File: config.mk
export PLATFORM = sky130hd
export DESIGN_NAME = fpia_host
export DESIGN_NICKNAME = d
export VERILOG_FILES = /design/src/hw/fpia_pkg.sv /design/src/hw/fpia_host.sv
export SDC_FILE = /design/constraint.sdc
export NUM_CORES = 1
export LEC_CHECK = 0
export BUFFER_PORTS_ARGS = -buffer_cell sky130_fd_sc_hd__buf_4
export CORE_ASPECT_RATIO = 0.75
export CORE_MARGIN = 1
export CORE_UTILIZATION = 54
export CTS_CLUSTER_DIAMETER = 100
export DETAILED_ROUTE_END_ITERATION = 6
export PLACE_DENSITY_LB_ADDON = 0.1
export SETUP_SLACK_MARGIN = 0.15
export SLEW_MARGIN = 20
export SYNTH_ARGS = -nofsm -noshare
export SYNTH_HDL_FRONTEND = slang
export SYNTH_SLANG_ARGS = --single-unit
File: constraint.sdc
create_clock -name core_clk -period 2.7 [get_ports core_clk]
set_input_delay 0.135 -clock core_clk [delete_from_list [all_inputs] [get_ports core_clk]]
set_output_delay 0.135 -clock core_clk [all_outputs]
set_load 0.01 [all_outputs]
File: src/hw/fpia_pkg.sv
package fpia_pkg;
  // Register byte offsets
  localparam logic [7:0] REG_CTRL = 8'h00;
  localparam logic [7:0] REG_ADDR = 8'h04;
  localparam logic [7:0] REG_WDATA = 8'h08;
  localparam logic [7:0] REG_STATUS = 8'h0C;
  localparam logic [7:0] REG_RDATA = 8'h10;
  // CTRL fields
  localparam int CTRL_START_BIT = 0;
  localparam int CTRL_OP_LSB = 1;
  localparam int CTRL_TEMP_UNPROT_BIT = 4;
  localparam int CTRL_BOOT_WP_BIT = 5;
  localparam logic [31:0] CTRL_RESET = 32'h0000_0000;
  // STATUS fields
  localparam int STAT_BUSY_BIT = 0;
  localparam int STAT_DONE_BIT = 1;
  localparam int STAT_SECURE_BIT = 2;
  localparam int STAT_LOCKED_BIT = 3;
  localparam int STAT_PROTECTED_BIT = 4;
  localparam logic [1:0] RESP_OKAY = 2'h0;
  localparam logic [1:0] RESP_SLVERR = 2'h2;
  // Device command addresses and data (word mode)
  localparam logic [20:0] CMD_ADDR_A = 21'h00_0555;
  localparam logic [20:0] CMD_ADDR_B = 21'h00_02AA;
  localparam logic [15:0] CMD_UNLOCK_A = 16'h00AA;
  localparam logic [15:0] CMD_UNLOCK_B = 16'h0055;
  localparam logic [15:0] CMD_ENTER_SECURE = 16'h0088;
  localparam logic [15:0] CMD_EXIT_PREFIX = 16'h0090;
  localparam logic [15:0] CMD_EXIT_FINAL = 16'h0000;
  // Id access low address: high-voltage pin at logic 1, mode qualifier low, query bit selects
  localparam logic [11:0] ID_LOW_ADDR = 12'h200;
  localparam logic [11:0] PROT_LOW_ADDR = 12'h202;
  localparam int SECTOR_LSB = 12;
  localparam int LOCK_BIT = 7;
  // Timing
  localparam int CLK_NS = 4;
  localparam int GLITCH_NS = 5;
  localparam int GLITCH_CYC = (GLITCH_NS + CLK_NS - 1) / CLK_NS;
  localparam int STROBE_NS = 40;
  localparam int STROBE_CYC = (STROBE_NS + CLK_NS - 1) / CLK_NS;
  localparam int ACCESS_NS = 100;
  localparam int ACCESS_CYC = (ACCESS_NS + CLK_NS - 1) / CLK_NS;
  localparam int RESET_PULSE_NS = 500;
  localparam int RESET_PULSE_CYC = (RESET_PULSE_NS + CLK_NS - 1) / CLK_NS;
  localparam int RESET_RECOVER_NS = 200;
  localparam int RESET_RECOVER_CYC = (RESET_RECOVER_NS + CLK_NS - 1) / CLK_NS;

  typedef enum logic [2:0] {
    OP_READ, OP_WRITE, OP_ID_READ, OP_PROT_QUERY,
    OP_ENTER_SECURE, OP_EXIT_SECURE, OP_RESET_PULSE, OP_SPARE
  } fpia_op_e;

  typedef struct packed {
    logic ceN;
    logic oeN;
    logic weN;
    logic resetN;
    logic resetHv;
    logic idHv;
    logic wpN;
    logic [20:0] addr;
    logic [15:0] dqOut;
    logic dqOe;
  } fpia_pins_s;
endpackage

File: src/hw/fpia_host.sv
`timescale 1ns/1ps
// How it works
// - Id read: high voltage on id pin, selects and qualifier bits low, code bit picks.
// - Protect query: high voltage, write strobe and query bit high, sector on top lines.
// - Lock uses enter sequence with reset pin high or high voltage.
// - Host offers the exit sequence to leave secure mode after locking.
// - Writes only with select and write low, output enable high.
module fpia_host import fpia_pkg::*; #(
  parameter int StrobeCyc = STROBE_CYC,
  parameter int AccessCyc = ACCESS_CYC,
  parameter int ResetPulseCyc = RESET_PULSE_CYC,
  parameter int ResetRecoverCyc = RESET_RECOVER_CYC
) (
  input wire logic core_clk,
  input wire logic reset_n,
  input wire logic [7:0] s_axi_awaddr,
  input wire logic s_axi_awvalid,
  output logic s_axi_awready,
  input wire logic [31:0] s_axi_wdata,
  input wire logic [3:0] s_axi_wstrb,
  input wire logic s_axi_wvalid,
  output logic s_axi_wready,
  output logic [1:0] s_axi_bresp,
  output logic s_axi_bvalid,
  input wire logic s_axi_bready,
  input wire logic [7:0] s_axi_araddr,
  input wire logic s_axi_arvalid,
  output logic s_axi_arready,
  output logic [31:0] s_axi_rdata,
  output logic [1:0] s_axi_rresp,
  output logic s_axi_rvalid,
  input wire logic s_axi_rready,
  output fpia_pins_s flashPins,
  input wire logic [15:0] flashDqIn
);
  // Strobe must outlast the glitch filter or the device drops the write
  if (StrobeCyc <= GLITCH_CYC || StrobeCyc > 255) begin : g_strobe_check
    $error("fpia_host: strobe width out of range");
  end
  // Read data must stand half a cycle on the pins before it is sampled
  if (AccessCyc < 2 || AccessCyc > 255) begin : g_access_check
    $error("fpia_host: access time out of range");
  end
  if (ResetPulseCyc < 1 || ResetPulseCyc > 255 || ResetRecoverCyc < 1 ||
      ResetRecoverCyc > 255) begin : g_reset_check
    $error("fpia_host: reset timing out of range");
  end

  typedef enum logic [2:0] {
    ST_IDLE, ST_SETUP, ST_STROBE, ST_HOLD, ST_READ, ST_RST_LOW, ST_RST_WAIT
  } fpia_state_e;

  fpia_state_e state;
  fpia_op_e op;
  logic [1:0] step;
  logic [7:0] timer;
  logic tempUnprotect;
  logic bootWriteProtect;
  logic [20:0] userAddr;
  logic [15:0] userData;
  logic [15:0] readData;
  logic busy;
  logic done;
  logic secureMode;
  logic lockIndicator;
  logic sectorProtected;

  // Register bus decode
  wire writeFire = s_axi_awvalid && s_axi_wvalid && !s_axi_bvalid && !s_axi_awready;
  wire readFire = s_axi_arvalid && !s_axi_rvalid && !s_axi_arready;
  wire wrCtrl = writeFire && s_axi_awaddr == REG_CTRL && s_axi_wstrb[0];
  wire wrAddr = writeFire && s_axi_awaddr == REG_ADDR;
  wire wrData = writeFire && s_axi_awaddr == REG_WDATA;
  wire wrMapped = s_axi_awaddr == REG_CTRL || s_axi_awaddr == REG_ADDR ||
                  s_axi_awaddr == REG_WDATA || s_axi_awaddr == REG_STATUS ||
                  s_axi_awaddr == REG_RDATA;
  wire startReq = wrCtrl && s_axi_wdata[CTRL_START_BIT] && state == ST_IDLE;
  wire fpia_op_e reqOp = fpia_op_e'(s_axi_wdata[CTRL_OP_LSB +: 3]);
  wire [31:0] ctrlRead = {26'h0, bootWriteProtect, tempUnprotect, op, 1'b0};
  wire [31:0] statusRead = {27'h0, sectorProtected, lockIndicator, secureMode, done, busy};
  wire rdMapped = s_axi_araddr == REG_CTRL || s_axi_araddr == REG_ADDR ||
                  s_axi_araddr == REG_WDATA || s_axi_araddr == REG_STATUS ||
                  s_axi_araddr == REG_RDATA;
  wire [31:0] readMux = s_axi_araddr == REG_CTRL ? ctrlRead :
                        s_axi_araddr == REG_ADDR ? {11'h0, userAddr} :
                        s_axi_araddr == REG_WDATA ? {16'h0, userData} :
                        s_axi_araddr == REG_STATUS ? statusRead :
                        s_axi_araddr == REG_RDATA ? {16'h0, readData} : 32'h0000_0000;

  // Sequence step tables
  wire [1:0] lastStep = op == OP_ENTER_SECURE ? 2'd2 :
                        op == OP_EXIT_SECURE ? 2'd3 : 2'd0;
  wire isReadOp = op == OP_READ || op == OP_ID_READ || op == OP_PROT_QUERY;
  wire [20:0] unlockAddr = step == 2'd1 ? CMD_ADDR_B : CMD_ADDR_A;
  wire [15:0] unlockData = step == 2'd0 ? CMD_UNLOCK_A :
                           step == 2'd1 ? CMD_UNLOCK_B :
                           op == OP_ENTER_SECURE ? CMD_ENTER_SECURE : CMD_EXIT_PREFIX;
  wire [20:0] idAddr = {9'h000, ID_LOW_ADDR | {11'h000, userAddr[0]}};
  // Address bit 0 set reaches the lock indicator word instead of sector status
  wire [20:0] protAddr = {userAddr[20:SECTOR_LSB], PROT_LOW_ADDR | {11'h000, userAddr[0]}};
  wire [20:0] stepAddr = op == OP_ID_READ ? idAddr :
                         op == OP_PROT_QUERY ? protAddr :
                         op == OP_EXIT_SECURE && step == 2'd3 ? 21'h00_0000 :
                         op == OP_ENTER_SECURE || op == OP_EXIT_SECURE ? unlockAddr :
                         userAddr;
  wire [15:0] stepData = op == OP_EXIT_SECURE && step == 2'd3 ? CMD_EXIT_FINAL :
                         op == OP_ENTER_SECURE || op == OP_EXIT_SECURE ? unlockData :
                         userData;
  wire idSpace = op == OP_ID_READ || op == OP_PROT_QUERY;
  wire timerDone = timer == 8'h00;

  // AXI4-Lite slave
  always_ff @(posedge core_clk or negedge reset_n) begin
    if (!reset_n) begin
      s_axi_awready <= 1'b0;
      s_axi_wready <= 1'b0;
      s_axi_bvalid <= 1'b0;
      s_axi_bresp <= RESP_OKAY;
    end else begin
      s_axi_awready <= writeFire;
      s_axi_wready <= writeFire;
      if (writeFire) begin
        s_axi_bvalid <= 1'b1;
        s_axi_bresp <= wrMapped ? RESP_OKAY : RESP_SLVERR;
      end else if (s_axi_bready) begin
        s_axi_bvalid <= 1'b0;
      end
    end
  end

  always_ff @(posedge core_clk or negedge reset_n) begin
    if (!reset_n) begin
      s_axi_arready <= 1'b0;
      s_axi_rvalid <= 1'b0;
      s_axi_rdata <= 32'h0000_0000;
      s_axi_rresp <= RESP_OKAY;
    end else begin
      s_axi_arready <= readFire;
      if (readFire) begin
        s_axi_rvalid <= 1'b1;
        s_axi_rdata <= readMux;
        s_axi_rresp <= rdMapped ? RESP_OKAY : RESP_SLVERR;
      end else if (s_axi_rready) begin
        s_axi_rvalid <= 1'b0;
      end
    end
  end

  always_ff @(posedge core_clk or negedge reset_n) begin
    if (!reset_n) begin
      tempUnprotect <= CTRL_RESET[CTRL_TEMP_UNPROT_BIT];
      bootWriteProtect <= CTRL_RESET[CTRL_BOOT_WP_BIT];
      userAddr <= 21'h00_0000;
      userData <= 16'h0000;
    end else begin
      if (wrCtrl) begin
        tempUnprotect <= s_axi_wdata[CTRL_TEMP_UNPROT_BIT];
        bootWriteProtect <= s_axi_wdata[CTRL_BOOT_WP_BIT];
      end
      if (wrAddr) begin
        userAddr <= s_axi_wdata[20:0];
      end
      if (wrData) begin
        userData <= s_axi_wdata[15:0];
      end
    end
  end

  // Bus cycle sequencer
  always_ff @(posedge core_clk or negedge reset_n) begin
    if (!reset_n) begin
      state <= ST_IDLE;
      op <= OP_READ;
      step <= 2'd0;
      timer <= 8'h00;
      busy <= 1'b0;
      done <= 1'b0;
      readData <= 16'h0000;
      secureMode <= 1'b0;
      lockIndicator <= 1'b0;
      sectorProtected <= 1'b0;
    end else begin
      case (state)
        ST_IDLE: begin
          if (startReq) begin
            op <= reqOp;
            step <= 2'd0;
            busy <= 1'b1;
            done <= 1'b0;
            state <= reqOp == OP_RESET_PULSE ? ST_RST_LOW : ST_SETUP;
            timer <= reqOp == OP_RESET_PULSE ? 8'(ResetPulseCyc - 1) : 8'h00;
          end
        end
        ST_SETUP: begin
          state <= isReadOp ? ST_READ : ST_STROBE;
          timer <= isReadOp ? 8'(AccessCyc - 1) : 8'(StrobeCyc - 1);
        end
        ST_STROBE: begin
          if (timerDone) begin
            state <= ST_HOLD;
          end else begin
            timer <= timer - 8'h01;
          end
        end
        ST_READ: begin
          if (timerDone) begin
            readData <= flashDqIn;
            if (idSpace) begin
              lockIndicator <= flashDqIn[LOCK_BIT];
              sectorProtected <= flashDqIn[0];
            end
            state <= ST_HOLD;
          end else begin
            timer <= timer - 8'h01;
          end
        end
        ST_HOLD: begin
          if (step == lastStep) begin
            state <= ST_IDLE;
            busy <= 1'b0;
            done <= 1'b1;
            if (op == OP_ENTER_SECURE) begin
              secureMode <= 1'b1;
            end else if (op == OP_EXIT_SECURE) begin
              secureMode <= 1'b0;
            end
          end else begin
            step <= step + 2'd1;
            state <= ST_SETUP;
          end
        end
        ST_RST_LOW: begin
          if (timerDone) begin
            state <= ST_RST_WAIT;
            timer <= 8'(ResetRecoverCyc - 1);
            secureMode <= 1'b0;
          end else begin
            timer <= timer - 8'h01;
          end
        end
        ST_RST_WAIT: begin
          if (timerDone) begin
            state <= ST_IDLE;
            busy <= 1'b0;
            done <= 1'b1;
          end else begin
            timer <= timer - 8'h01;
          end
        end
        default: begin
          state <= ST_IDLE;
          busy <= 1'b0;
        end
      endcase
    end
  end

  // Pin drive; strobes idle high from reset so nothing forms a command
  wire inCycle = state == ST_SETUP || state == ST_STROBE || state == ST_READ;
  wire fpia_pins_s next_pins = '{
    ceN: !(inCycle || state == ST_HOLD && !isReadOp),
    oeN: !(isReadOp && (state == ST_READ)),
    weN: !(state == ST_STROBE),
    resetN: !(state == ST_RST_LOW),
    resetHv: tempUnprotect && state != ST_RST_LOW,
    idHv: idSpace && (inCycle || state == ST_HOLD),
    wpN: !bootWriteProtect,
    addr: stepAddr,
    dqOut: stepData,
    dqOe: !isReadOp && (inCycle || state == ST_HOLD)
  };

  always_ff @(posedge core_clk or negedge reset_n) begin
    if (!reset_n) begin
      flashPins <= '{ceN: 1'b1, oeN: 1'b1, weN: 1'b1, resetN: 1'b1, resetHv: 1'b0,
                     idHv: 1'b0, wpN: 1'b1, addr: 21'h00_0000, dqOut: 16'h0000, dqOe: 1'b0};
    end else begin
      flashPins <= next_pins;
    end
  end
endmodule

; Word level (Yosys, flattened, before mapping)
; Index checks and enable logic that the tools add are counted.
[word_totals]
elab_cells = 184
register_bits = 161
in_bits = 75
[classes]
bitwise = 1
n_reduce_logical = 67
muxes = 52
eq_ne = 31
addsub = 2
[ops]
columns = op, n
row1 = $mux 21, 6
row2 = $mux 16, 5
row3 = $mux 8, 5
row4 = $eq 8x4->1 const B, 4
row5 = $pmux 8 s4, 1
row6 = $logic_not 8->1, 3
row7 = $eq 3x3->1 const B, 6
row8 = $mux 3, 6
row9 = $pmux 3 s6, 1
row10 = $logic_and 1x1->1, 17
row11 = $eq 8x3->1 const B, 2
row12 = $eq 8x5->1 const B, 2
row13 = $logic_or 1x1->1, 16
row14 = $reduce_and 4->1, 4
row15 = $mux 1, 14
row16 = $eq 3x2->1 const B, 4
row17 = $mux 2, 6
row18 = $ne 2x2->1 const B, 6
row19 = $mux 11, 1
row20 = $logic_not 1->1, 10
row21 = $mux 5, 2
row22 = $reduce_and 3->1, 3
row23 = $reduce_bool 2->1, 4
row24 = $sub 8x1->8 const B, 1
row25 = 21 further kinds, 24

; Depth between registers and ports, before layout
; Gate-level depths: netlist of the first run.
[depth]
ltp_word = 9
ltp_mapped = 8
depth_no_buf = 7

; Least setup slack after synthesis of the first run
; No wires, ideal clock.
[synth_timing]
path_type = register to register
startpoint = register timer[0]
endpoint = register lockIndicator
required_ns = 2.575
setup_slack_ns = 0.585
setup_time_ns = 0.125
path_stages_with_launch = 8
arrival_time_ns = 1.990
period_less_slack_ns = 2.115
cell_sequence = dfrtp_1 -> inv_1 -> ha_1 -> or4b_1 -> nor2_1 -> nand3_2 -> nor2_1 -> mux2_2
[synth_via]
elab_chain_cells = 2
[synth_lines]
columns = element, line_no
row1 = start: declaration, fpia_host.sv:56  ; logic [7:0] timer;
row2 = start signal: assignment, fpia_host.sv:191  ; timer <= reqOp == OP_RESET_PULSE ? 8'(ResetPulseCyc - 1) : 8'h00;
row3 = start signal: assignment, fpia_host.sv:196  ; timer <= isReadOp ? 8'(AccessCyc - 1) : 8'(StrobeCyc - 1);
row4 = start signal: assignment, fpia_host.sv:202  ; timer <= timer - 8'h01;
row5 = $logic_not 8->1, fpia_host.sv:110  ; wire timerDone = timer == 8'h00;
row6 = $reduce_and 3->1 (no source line), n/a
row7 = end signal: assignment, fpia_host.sv:209  ; lockIndicator <= flashDqIn[LOCK_BIT];
row8 = end: declaration, fpia_host.sv:65  ; logic lockIndicator;
; No other way between the ends.
; A chain may end at the register's enable or synchronous reset.

; Final worst setup path of the first run
[layout_timing]
startpoint = register timer[0]
endpoint = register sectorProtected
[layout_via]
elab_chain_cells = 2
[layout_lines]
columns = element, line_no
row1 = $logic_not 8->1, fpia_host.sv:110
row2 = $reduce_and 3->1 (no source line), n/a
row3 = end signal: assignment, fpia_host.sv:210  ; sectorProtected <= flashDqIn[0];
row4 = end: declaration, fpia_host.sv:66  ; logic sectorProtected;
; No other way between the ends.

==> flow_metrics.tcl, run 1 <==
set metrics [dict create \
    setup_tns_ns 0 \
    clock_latency_ns 0.42 \
    peakVddDrop_mv 0.5518 \
    period_share_pct 85.16 \
    critPathCaptureType "register" \
    final_cell_mix "buf_4 (145), dfrtp_1 (143), a21oi_1 (59), nand2_1 (50), mux2_2 (45)" \
    path_clk_slew_ns 0.06 \
    nFillCells 789 \
    r2r_start "timer[0]$_DFFE_PN0P_" \
    core_area_sq_mm 0.01183 \
    yosys_register_bits 148 \
    hold_viol_final 0 \
    wl_per_cell_microns 18.21 \
    grt_pass1_wl_mm 27.07 \
    holdBufCountCts 39 \
    vias_per_cell 5.638 \
    synthFlopType "dfrtp_1" \
    synthCells 604 \
    startpoint_type "register" \
    grt_start_max_net_pins 79 \
    worstMarginPinSlew_ns 0.8483 \
    htree_levels 4 \
    gp_congestion 0.8857 \
    synth_warnings 0 \
    grt_usage_pct 28.45 \
    syn_avg_cell_area_sq_um 11.05 \
    cts_buffers 17 \
    final_util_pct 74.95 \
    rr_worst_depth 7 \
    dieArea_sq_mm 0.01281 \
    drtIter0Drc 337 \
    mostFrequentLayoutCell "buf_4" \
    grt_pass1_vias 5174 \
    power_leakage_nw 4.354 \
    die_x_microns 130.4 \
    yosysSeqAreaShare_pct 55.59 \
    ff2ff_setup_slack_ns 0.40 \
    setup-violations-final 0 \
    ff_latch_area_sq_mm 0.003710 \
    critPathKind "reg2reg" \
    critPathMaxFanout 5 \
    nets 857 \
    clockBufferDepth 2 \
    multi_input_area_sq_mm 0.002690 \
    io_pins 161 \
    cts_resized 0 \
    cts-root-buf "clkbuf_16" \
    reg2reg_to "sectorProtected$_DFFE_PN0P_" \
    yosysUniqueCellTypes 55 \
    drt_pass1_iterations 5 \
    clock.fmax_ghz 0.4349 \
    min_path_type "in2reg" \
    synth-edff-count 0 \
    antenna_found_initial 0 \
    io_buffers 133 \
    routed_wl_mm 17.32 \
    num_rows 34 \
    worst_ep_required_time_ns 3.00 \
    maxSlewHeadroom_pct 43.33 \
    post-route-min-period_ns 2.299 \
    critPathArrivalTime_ns 2.60 \
    whs_path_depth 3 \
    drtAntennaViolNets 0 \
    post-route-drc-count 0 \
    ys_async_sr_fraction_pct 100.0 \
    outcome "completed" \
    powerDensity_mw_per_mm2 769.2 \
    synth_area_sq_mm 0.006674 \
    min-delay-start "s_axi_awaddr[4]" \
    report.final.slew_viol_count 0 \
    cts_setup_buffers 0 \
    grt_setup_unrepaired "false" \
    drive_above_1_share_pct 31.43 \
    clock-sinks 148 \
    via_count 5362 \
    cts_tree "yes" \
    globalRoute.totalOverflow 0 \
    cap_violations 0 \
    hpwl_mm 11.79 \
    die_h_microns 98.28 \
    area_delta_synth_final_pct 32.81 \
    finClkSkew_ns 0.006273 \
    start_util_pct 56.43 \
    worstHoldEndpoint "s_axi_bresp[1]$_DFFE_PN0P_" \
    num_antenna_cells 0 \
]
## state kept, by name, summed over array words and instances (netlist names)
name / cells
bootWriteProtect: 1
busy: 1
done: 1
flashPins: 45
lockIndicator: 1
op: 3
readData: 16
s_axi_arready: 1
s_axi_bresp: 1
s_axi_bvalid: 1
s_axi_rdata: 21
s_axi_rresp: 1
s_axi_rvalid: 1
s_axi_wready: 1
sectorProtected: 1
secureMode: 1
state: 3
step: 2
tempUnprotect: 1
timer: 8
userAddr: 21
userData: 16
## critical path: stages (launching register included)
cell and delay [ns]:
dfrtp_1 0.42, inv_1 0.12, ha_1 0.19, or4b_1 0.53, nor2_1 0.25, nand3_2 0.12
nor2_1 0.19, mux2_2 0.36
## final cells by class
type                       count  share of cell area (%)
timing repair buffer         187                   17.15
clock buffer                  18                   4.955
inverter                      21                  0.8893
clock inverter                14                   2.513
sequential                   148                   41.85
tap                          162                   2.287
multi-input combinational    401                   30.35
## power by group
group | total (mW) | internal [mW] | switching [mW] | leakage [nW]
Clock | 2.63 | 1.68 | 0.959 | 0.306
Sequential | 2.70 | 2.51 | 0.188 | 1.98
Combinational | 1.49 | 0.657 | 0.829 | 2.07
Total | 6.82 | 4.84 | 1.98 | 4.35
## synthesized netlist by cell type, drive strengths merged (5+ instances only)
cell,number,area share [%]
o22ai,7,0.66
inv,21,1.2
clkbuf,27,1.5
dfrtp,143,54
mux2,60,11
a21oi,59,4.4
dfstp,5,2.0
o41ai,10,1.3
or4b,5,0.81
nor3,13,1.1
buf,19,2.1
nor2,44,2.5
nand2,50,2.8
ha,6,1.1
mux2i,10,1.5
a22o,13,1.7
nor2b,5,0.47
and2,17,1.6
o21ai,34,2.5
## through the flow
| stage | cell area, sq um | instances | worst slack [ns] | hold slack [ns] | power (mW) |
|---|---|---|---|---|---|
| 2_1_floorplan | 6719 | 616 | 0.5853 | -0.1606 | 3.660 |
| 3_3_place_gp | 7801 | 879 | 0.4799 | 0.2198 | 4.061 |
| 3_5_place_dp | 7801 | 879 | 0.4442 | 0.2222 | 4.139 |
| 4_1_cts | 8853 | 950 | 0.3925 | 0.004278 | 6.816 |
| 5_1_grt | 8864 | 951 | 0.2529 | 0.02349 | 7.137 |
| 6_report | 8864 | 951 | 0.4007 | 0.02515 | 6.817 |
## layer usage
metal	track usage (%)	wire length, microns	part of all wire, %
met5	0	0	0
met4	8.046	289	1.7
met3	6.740	1354	7.8
met2	42.80	7806	45
met1	41.30	7867	45
## worst max path at each step
stage                         start                          end  slack [ns]  cells past startpoint
5_1_grt        timer[0]$_DFFE_PN0P_    lockIndicator$_DFFE_PN0P_        0.25                      7
2_1_floorplan  timer[0]$_DFFE_PN0P_    lockIndicator$_DFFE_PN0P_        0.59                      7
4_1_cts        timer[0]$_DFFE_PN0P_    lockIndicator$_DFFE_PN0P_        0.39                      7
3_3_place_gp        s_axi_awaddr[3]         timer[7]$_DFFE_PN0P_        0.48                      6
3_5_place_dp        s_axi_awaddr[3]         timer[7]$_DFFE_PN0P_        0.44                      6
6_report       timer[0]$_DFFE_PN0P_  sectorProtected$_DFFE_PN0P_        0.40                      7
## cell families after synthesis
kind of cell	share of synthesized area [%]
AOI/OAI and AO/OA	13.46
xor gates and xnor gates	0.3938
adders and majority gates	1.125
buffers and inverters	4.781
DFF	55.59
muxes	12.19
other	0.05619
and+or+nand+nor	12.41
Power figures use the tool's default switching activity.
==> run 2, diff against run 1 <==
--- a/config.mk
+++ b/config.mk
@@ -12,6 +12,7 @@
 export CTS_CLUSTER_DIAMETER = 100
 export DETAILED_ROUTE_END_ITERATION = 6
 export PLACE_DENSITY_LB_ADDON = 0.1
+export RECOVER_POWER = 100
 export SETUP_SLACK_MARGIN = 0.15
 export SLEW_MARGIN = 20
 export SYNTH_ARGS = -nofsm -noshare
==> run 2 against run 1 <==
Effect of this change:
- the run now ends with capacitance limit, slew limit left
- critical endpoint is now flashPins[23]$_DFF_PN0_
- die area is the same
- total power decreased by 0.75%
- sequential share of layout area rose by 1.7 points
- worst setup slack worse by 0.049 ns
- flip-flop and latch count is the same
- count of clock-buffer cells in the layout unchanged
- via count decreased by 0.65%
- largest cell class unchanged
- worst hold slack gained 0.0014 ns
==> flow_metrics.tcl, run 2 (same netlist as run 1, synthesis figures left out) <==
set metrics [dict create \
    maxSlewHeadroom_pct -30.53 \
    clock-sinks 148 \
    crit_buf_inv 2 \
    critPathTopFamily "buffers and inverters" \
    largest_register "flashPins" \
    critPathKind "reg2reg" \
    final_util_pct 71.98 \
    min_path_type "in2reg" \
    grt_pass1_vias 5174 \
    place_area_sq_mm 0.007801 \
    largest_reg_flops 45 \
    nets 857 \
    io_pins 161 \
    setup_tns_ns 0 \
    period_share_pct 86.98 \
    grt_pass1_wl_mm 27.07 \
    post-layout-total-power_mw 6.766 \
    via_count 5327 \
    post-route-drc-count 0 \
    cap_violations 1 \
    fin_area_sq_mm 0.008513 \
    drtAntennaViolNets 0 \
    post-route-min-period_ns 2.349 \
    gp_congestion 0.8857 \
    die_x_microns 130.4 \
    wl_per_cell_microns 18.27 \
    critical_path.cell_chain "nand2b_1, clkbuf_1, o21ai_0, clkbuf_1, nor2_1" \
    clock_latency_ns 0.42 \
    dieArea_sq_mm 0.01281 \
    cts-root-buf "clkbuf_16" \
    worstSetupPathDepth 5 \
    clock.fmax_ghz 0.4258 \
    start_util_pct 56.43 \
    clockBufferDepth 2 \
    num_rows 34 \
    htree_levels 4 \
    finClkSkew_ns 0.01098 \
    report.final.slew_viol_count 78 \
    critPathArrivalTime_ns 2.70 \
    num_antenna_cells 0 \
    slowest_delay_ns 0.79 \
    cts_buffers 17 \
    drt_pass1_iterations 5 \
    grt_start_max_net_pins 79 \
    worst_ep_required_time_ns 3.05 \
    final_cell_mix "dfrtp_1 (143), clkbuf_1 (79), buf_4 (64), a21oi_1 (59), nand2_1 (50)" \
    whs_path_depth 3 \
    startpoint_type "register" \
    power_leakage_nw 3.986 \
    area_delta_synth_final_pct 27.56 \
    cp_slowest_cell "clkbuf_1" \
    path_clk_slew_ns 0.06 \
    critPathMaxFanout 21 \
    crit_top_cell "clkbuf_1" \
    antenna_found_initial 0 \
    hold_viol_final 0 \
    grt_usage_pct 28.45 \
    routed_wl_mm 17.38 \
    rr_worst_depth 5 \
    worstMarginPinSlew_ns 1.958 \
    cts_resized 0 \
    core_area_sq_mm 0.01183 \
    hold_slack_ns 0.02660 \
    top_regs "flashPins: 45 flops, s_axi_rdata: 21 flops, userAddr: 21 flops" \
    outcome "finished with violations" \
    io_buffers 133 \
    vias_per_cell 5.601 \
    mostFrequentLayoutCell "dfrtp_1" \
    setup-violations-final 0 \
    critPathCaptureType "register" \
    violations "capacitance limit, slew limit" \
    hpwl_mm 11.79 \
    drive_above_1_share_pct 20.03 \
    nFillCells 902 \
    powerDensity_mw_per_mm2 794.8 \
    globalRoute.totalOverflow 0 \
    drtIter0Drc 361 \
    peakVddDrop_mv 0.5483 \
    cts_tree "yes" \
    grt_setup_unrepaired "false" \
    die_h_microns 98.28 \
]
## run 2: metal layers
layer  track usage [%]  vias up  wire, microns
li1                  -     2459              -
met1             41.30     2596           7944
met2             42.80      245           7832
met3             6.740       27           1320
met4             8.046        0            282
met5                 0        -              0
## run 2: through the flow
step	instances	worst slack, ns
finish	951	0.3515
global route	951	0.1622
CTS	950	0.3925
detailed placement	879	0.4442
global placement	879	0.4799
floorplan	616	0.5853
## run 2: path summary, 6_finish.rpt
path | from | endpoint | slack (ns)
min reg2reg | bootWriteProtect$_DFFE_PN0N_ | flashPins[38]$_DFF_PN1_ | 0.39
max reg2reg | op[1]$_DFFE_PN0P_ | flashPins[23]$_DFF_PN0_ | 0.35
max | op[1]$_DFFE_PN0P_ | flashPins[23]$_DFF_PN0_ | 0.35
min | s_axi_awaddr[4] | s_axi_bresp[1]$_DFFE_PN0P_ | 0.03
min in group asynchronous | reset_n | secureMode$_DFFE_PN0P_ | 0.82
max in group asynchronous | reset_n | flashPins[44]$_DFF_PN1_ | 0.67
## run 2: area by class of cell
cell class                      count  area (sq um)  area share, %
Inverter                           21         78.83         0.9259
Sequential cell                   148          3710          43.58
Timing Repair Buffer              187          1212          14.24
Tap cell                          162         202.7          2.381
Multi-Input combinational cell    401          2648          31.10
Clock buffer                       18         439.2          5.159
Clock inverter                     14         222.7          2.616
## run 2: report_power, final
part / switching [mW] / internal (mW)
logic: 0.833 / 0.607
clock network: 0.953 / 1.68
registers: 0.188 / 2.51
## run 2: what timing repair did
item | 4_1_cts | 5_1_grt
buffers inserted | 0 | 0
hold buffers | 39 | 1
endpoints found under the hold margin | 132 | 1
## run 2: worst reg2reg max path, stage by stage (launching register included)
cell	delay, ns
dfrtp_1	0.63
nand2b_1	0.20
clkbuf_1	0.79
o21ai_0	0.21
clkbuf_1	0.27
nor2_1	0.18
==> run 3, diff against run 2 <==
--- a/config.mk
+++ b/config.mk
@@ -5,13 +5,13 @@
 export SDC_FILE = /design/constraint.sdc
 export NUM_CORES = 1
 export LEC_CHECK = 0
-export BUFFER_PORTS_ARGS = -buffer_cell sky130_fd_sc_hd__buf_4
 export CORE_ASPECT_RATIO = 0.75
 export CORE_MARGIN = 1
-export CORE_UTILIZATION = 54
+export CORE_UTILIZATION = 60
 export CTS_CLUSTER_DIAMETER = 100
 export DETAILED_ROUTE_END_ITERATION = 6
-export PLACE_DENSITY_LB_ADDON = 0.1
+export DONT_BUFFER_PORTS = 1
+export PLACE_DENSITY_LB_ADDON = 0.05
 export RECOVER_POWER = 100
 export SETUP_SLACK_MARGIN = 0.15
 export SLEW_MARGIN = 20
==> run 3 against run 2 <==
Effect of this change:
- the run ends with hold timing left
- first-iteration DRC count up 71%
- worst setup slack worse by 0.098 ns
- critical path depth increased by 2
- combinational power decreased by 15%
- wire length decreased by 2.6%
- design area shrank 8.4%
- non-clock buffer count shrank 130
- critical endpoint is now readData[4]$_DFFE_PN0P_
- highest routed layer unchanged
==> flow_metrics.tcl, run 3 (same netlist as run 1, synthesis figures left out) <==
set metrics [dict create \
    drive_above_1_share_pct 13.05 \
    grt_setup_unrepaired "false" \
    finClkSkew_ns 0.007521 \
    num_antenna_cells 0 \
    critPathKind "reg2reg" \
    top_regs "flashPins: 45 flops, s_axi_rdata: 21 flops, userAddr: 21 flops" \
    clockBufferDepth 2 \
    clock_latency_ns 0.41 \
    period_share_pct 90.61 \
    drt_pass1_iterations 6 \
    io_buffers 0 \
    clock.fmax_ghz 0.4087 \
    worst_ep_required_time_ns 2.99 \
    largest_register "flashPins" \
    maxSlewHeadroom_pct 48.25 \
    powerDensity_mw_per_mm2 837.0 \
    drtAntennaViolNets 0 \
    cts_buffers 17 \
    globalRoute.totalOverflow 0 \
    ff_latch_area_sq_mm 0.003710 \
    drtIter0Drc 617 \
    dp.cells 714 \
    hold_slack_ns -0.5856 \
    wl_per_cell_microns 21.28 \
    mostFrequentLayoutCell "dfrtp_1" \
    hpwl_mm 10.86 \
    final_cells 795 \
    critPathTopFamily "simple AND/OR/NAND/NOR gates" \
    outcome "finished with violations" \
    place_ws_ns 0.4129 \
    crit_buf_inv 2 \
    vias_per_cell 6.230 \
    use_met2_pct 45.05 \
    setup-violations-final 0 \
    via_count 4953 \
    gp_congestion 0.8882 \
    critPathCaptureType "register" \
    power_leakage_nw 3.629 \
    final_cell_mix "dfrtp_1 (143), a21oi_1 (59), nand2_1 (50), dlygate4sd3_1 (49), nor2_1 (44)" \
    slowest_delay_ns 0.55 \
    grt-busiest-layer "met1" \
    nFillCells 710 \
    io_pins 161 \
    critPathArrivalTime_ns 2.73 \
    core_area_sq_mm 0.01053 \
    min_path_type "in2async" \
    gr-usage-met3_pct 9.329 \
    htree_levels 4 \
    setup_tns_ns 0 \
    post-layout-total-power_mw 6.529 \
    cap_violations 0 \
    multi_input_area_sq_mm 0.002648 \
    report.final.slew_viol_count 0 \
    cp_slowest_cell "or4b_1" \
    nets 727 \
    peakVddDrop_mv 0.6313 \
    cts_tree "yes" \
    grt_pass1_wl_mm 26.36 \
    num_rows 32 \
    antenna_found_initial 0 \
    post-route-min-period_ns 2.447 \
    largest_reg_flops 45 \
    die_x_microns 123.8 \
    post-route-drc-count 0 \
    critPathMaxFanout 16 \
    use_met1_pct 45.86 \
    grt_start_max_net_pins 149 \
    grt_pass1_vias 4814 \
    worstMarginPinSlew_ns 0.7703 \
    cts-root-buf "clkbuf_16" \
    die_h_microns 93.34 \
    start_util_pct 63.38 \
    path_clk_slew_ns 0.06 \
    dieArea_sq_mm 0.01155 \
    critical_path.cell_chain "inv_1, ha_1, or4b_1, nor2_1, nand3_2, clkbuf_2, mux2_2" \
    area_delta_synth_final_pct 16.87 \
    finalWorstSetupSlack_ns 0.2534 \
    clock-sinks 148 \
    startpoint_type "register" \
    violations "hold timing" \
    routed_wl_mm 16.92 \
    hold_viol_final 148 \
    grt_usage_pct 31.13 \
]
==> run 3: layer usage <==
layer / part of all wire (%) / vias to the layer above
li1: - / 2186
met3: 9.8 / 22
met1: 45 / 2456
met2: 44 / 289
met4: 1.1 / 0
met5: 0 / -
==> run 3: final timing paths <==
path / slack (ns) / endpoint / cells after the start / start
max: 0.25 / readData[4]$_DFFE_PN0P_ / 7 / timer[0]$_DFFE_PN0P_
min: -0.59 / s_axi_rdata[17]$_DFFE_PN0P_ / 0 / reset_n
max reg2reg: 0.25 / readData[4]$_DFFE_PN0P_ / 7 / timer[0]$_DFFE_PN0P_
min reg2reg: 0.41 / flashPins[38]$_DFF_PN1_ / 1 / bootWriteProtect$_DFFE_PN0N_
max in group asynchronous: 3.06 / flashPins[38]$_DFF_PN1_ / 0 / reset_n
min in group core_clk: 0.01 / s_axi_rdata[13]$_DFFE_PN0P_ / 3 / s_axi_araddr[3]
==> run 3: timing repair <==
| action | 4_1_cts | 5_1_grt |
|---|---|---|
| gates resized for setup | 0 | 0 |
| hold buffers | 48 | 1 |
| endpoints found under the hold margin | 219 | 149 |
| setup endpoints to repair | 0 | 0 |
| buffers inserted | 0 | 0 |
==> run 3: area by class of cell <==
class,count,area share [%]
clock buffer,20,5.598
clock inverter,12,2.615
sequential,148,47.56
tap,136,2.182
multi-input combinational,401,33.94
timing repair buffer,57,7.090
inverter,21,1.011
==> run 3: through the flow <==
stage               area, sq um  utilization, %
floorplan                  6719               -
global placement           6721           63.83
detailed placement         6721           63.83
CTS                        7843           74.48
global route               7800           74.07
finish                     7800           74.07
==> run 3: report_power, final <==
part           internal, mW  switching, mW
Combinational         0.532          0.687
Clock                  1.64          0.913
Sequential             2.50          0.249
Total                  4.68           1.85
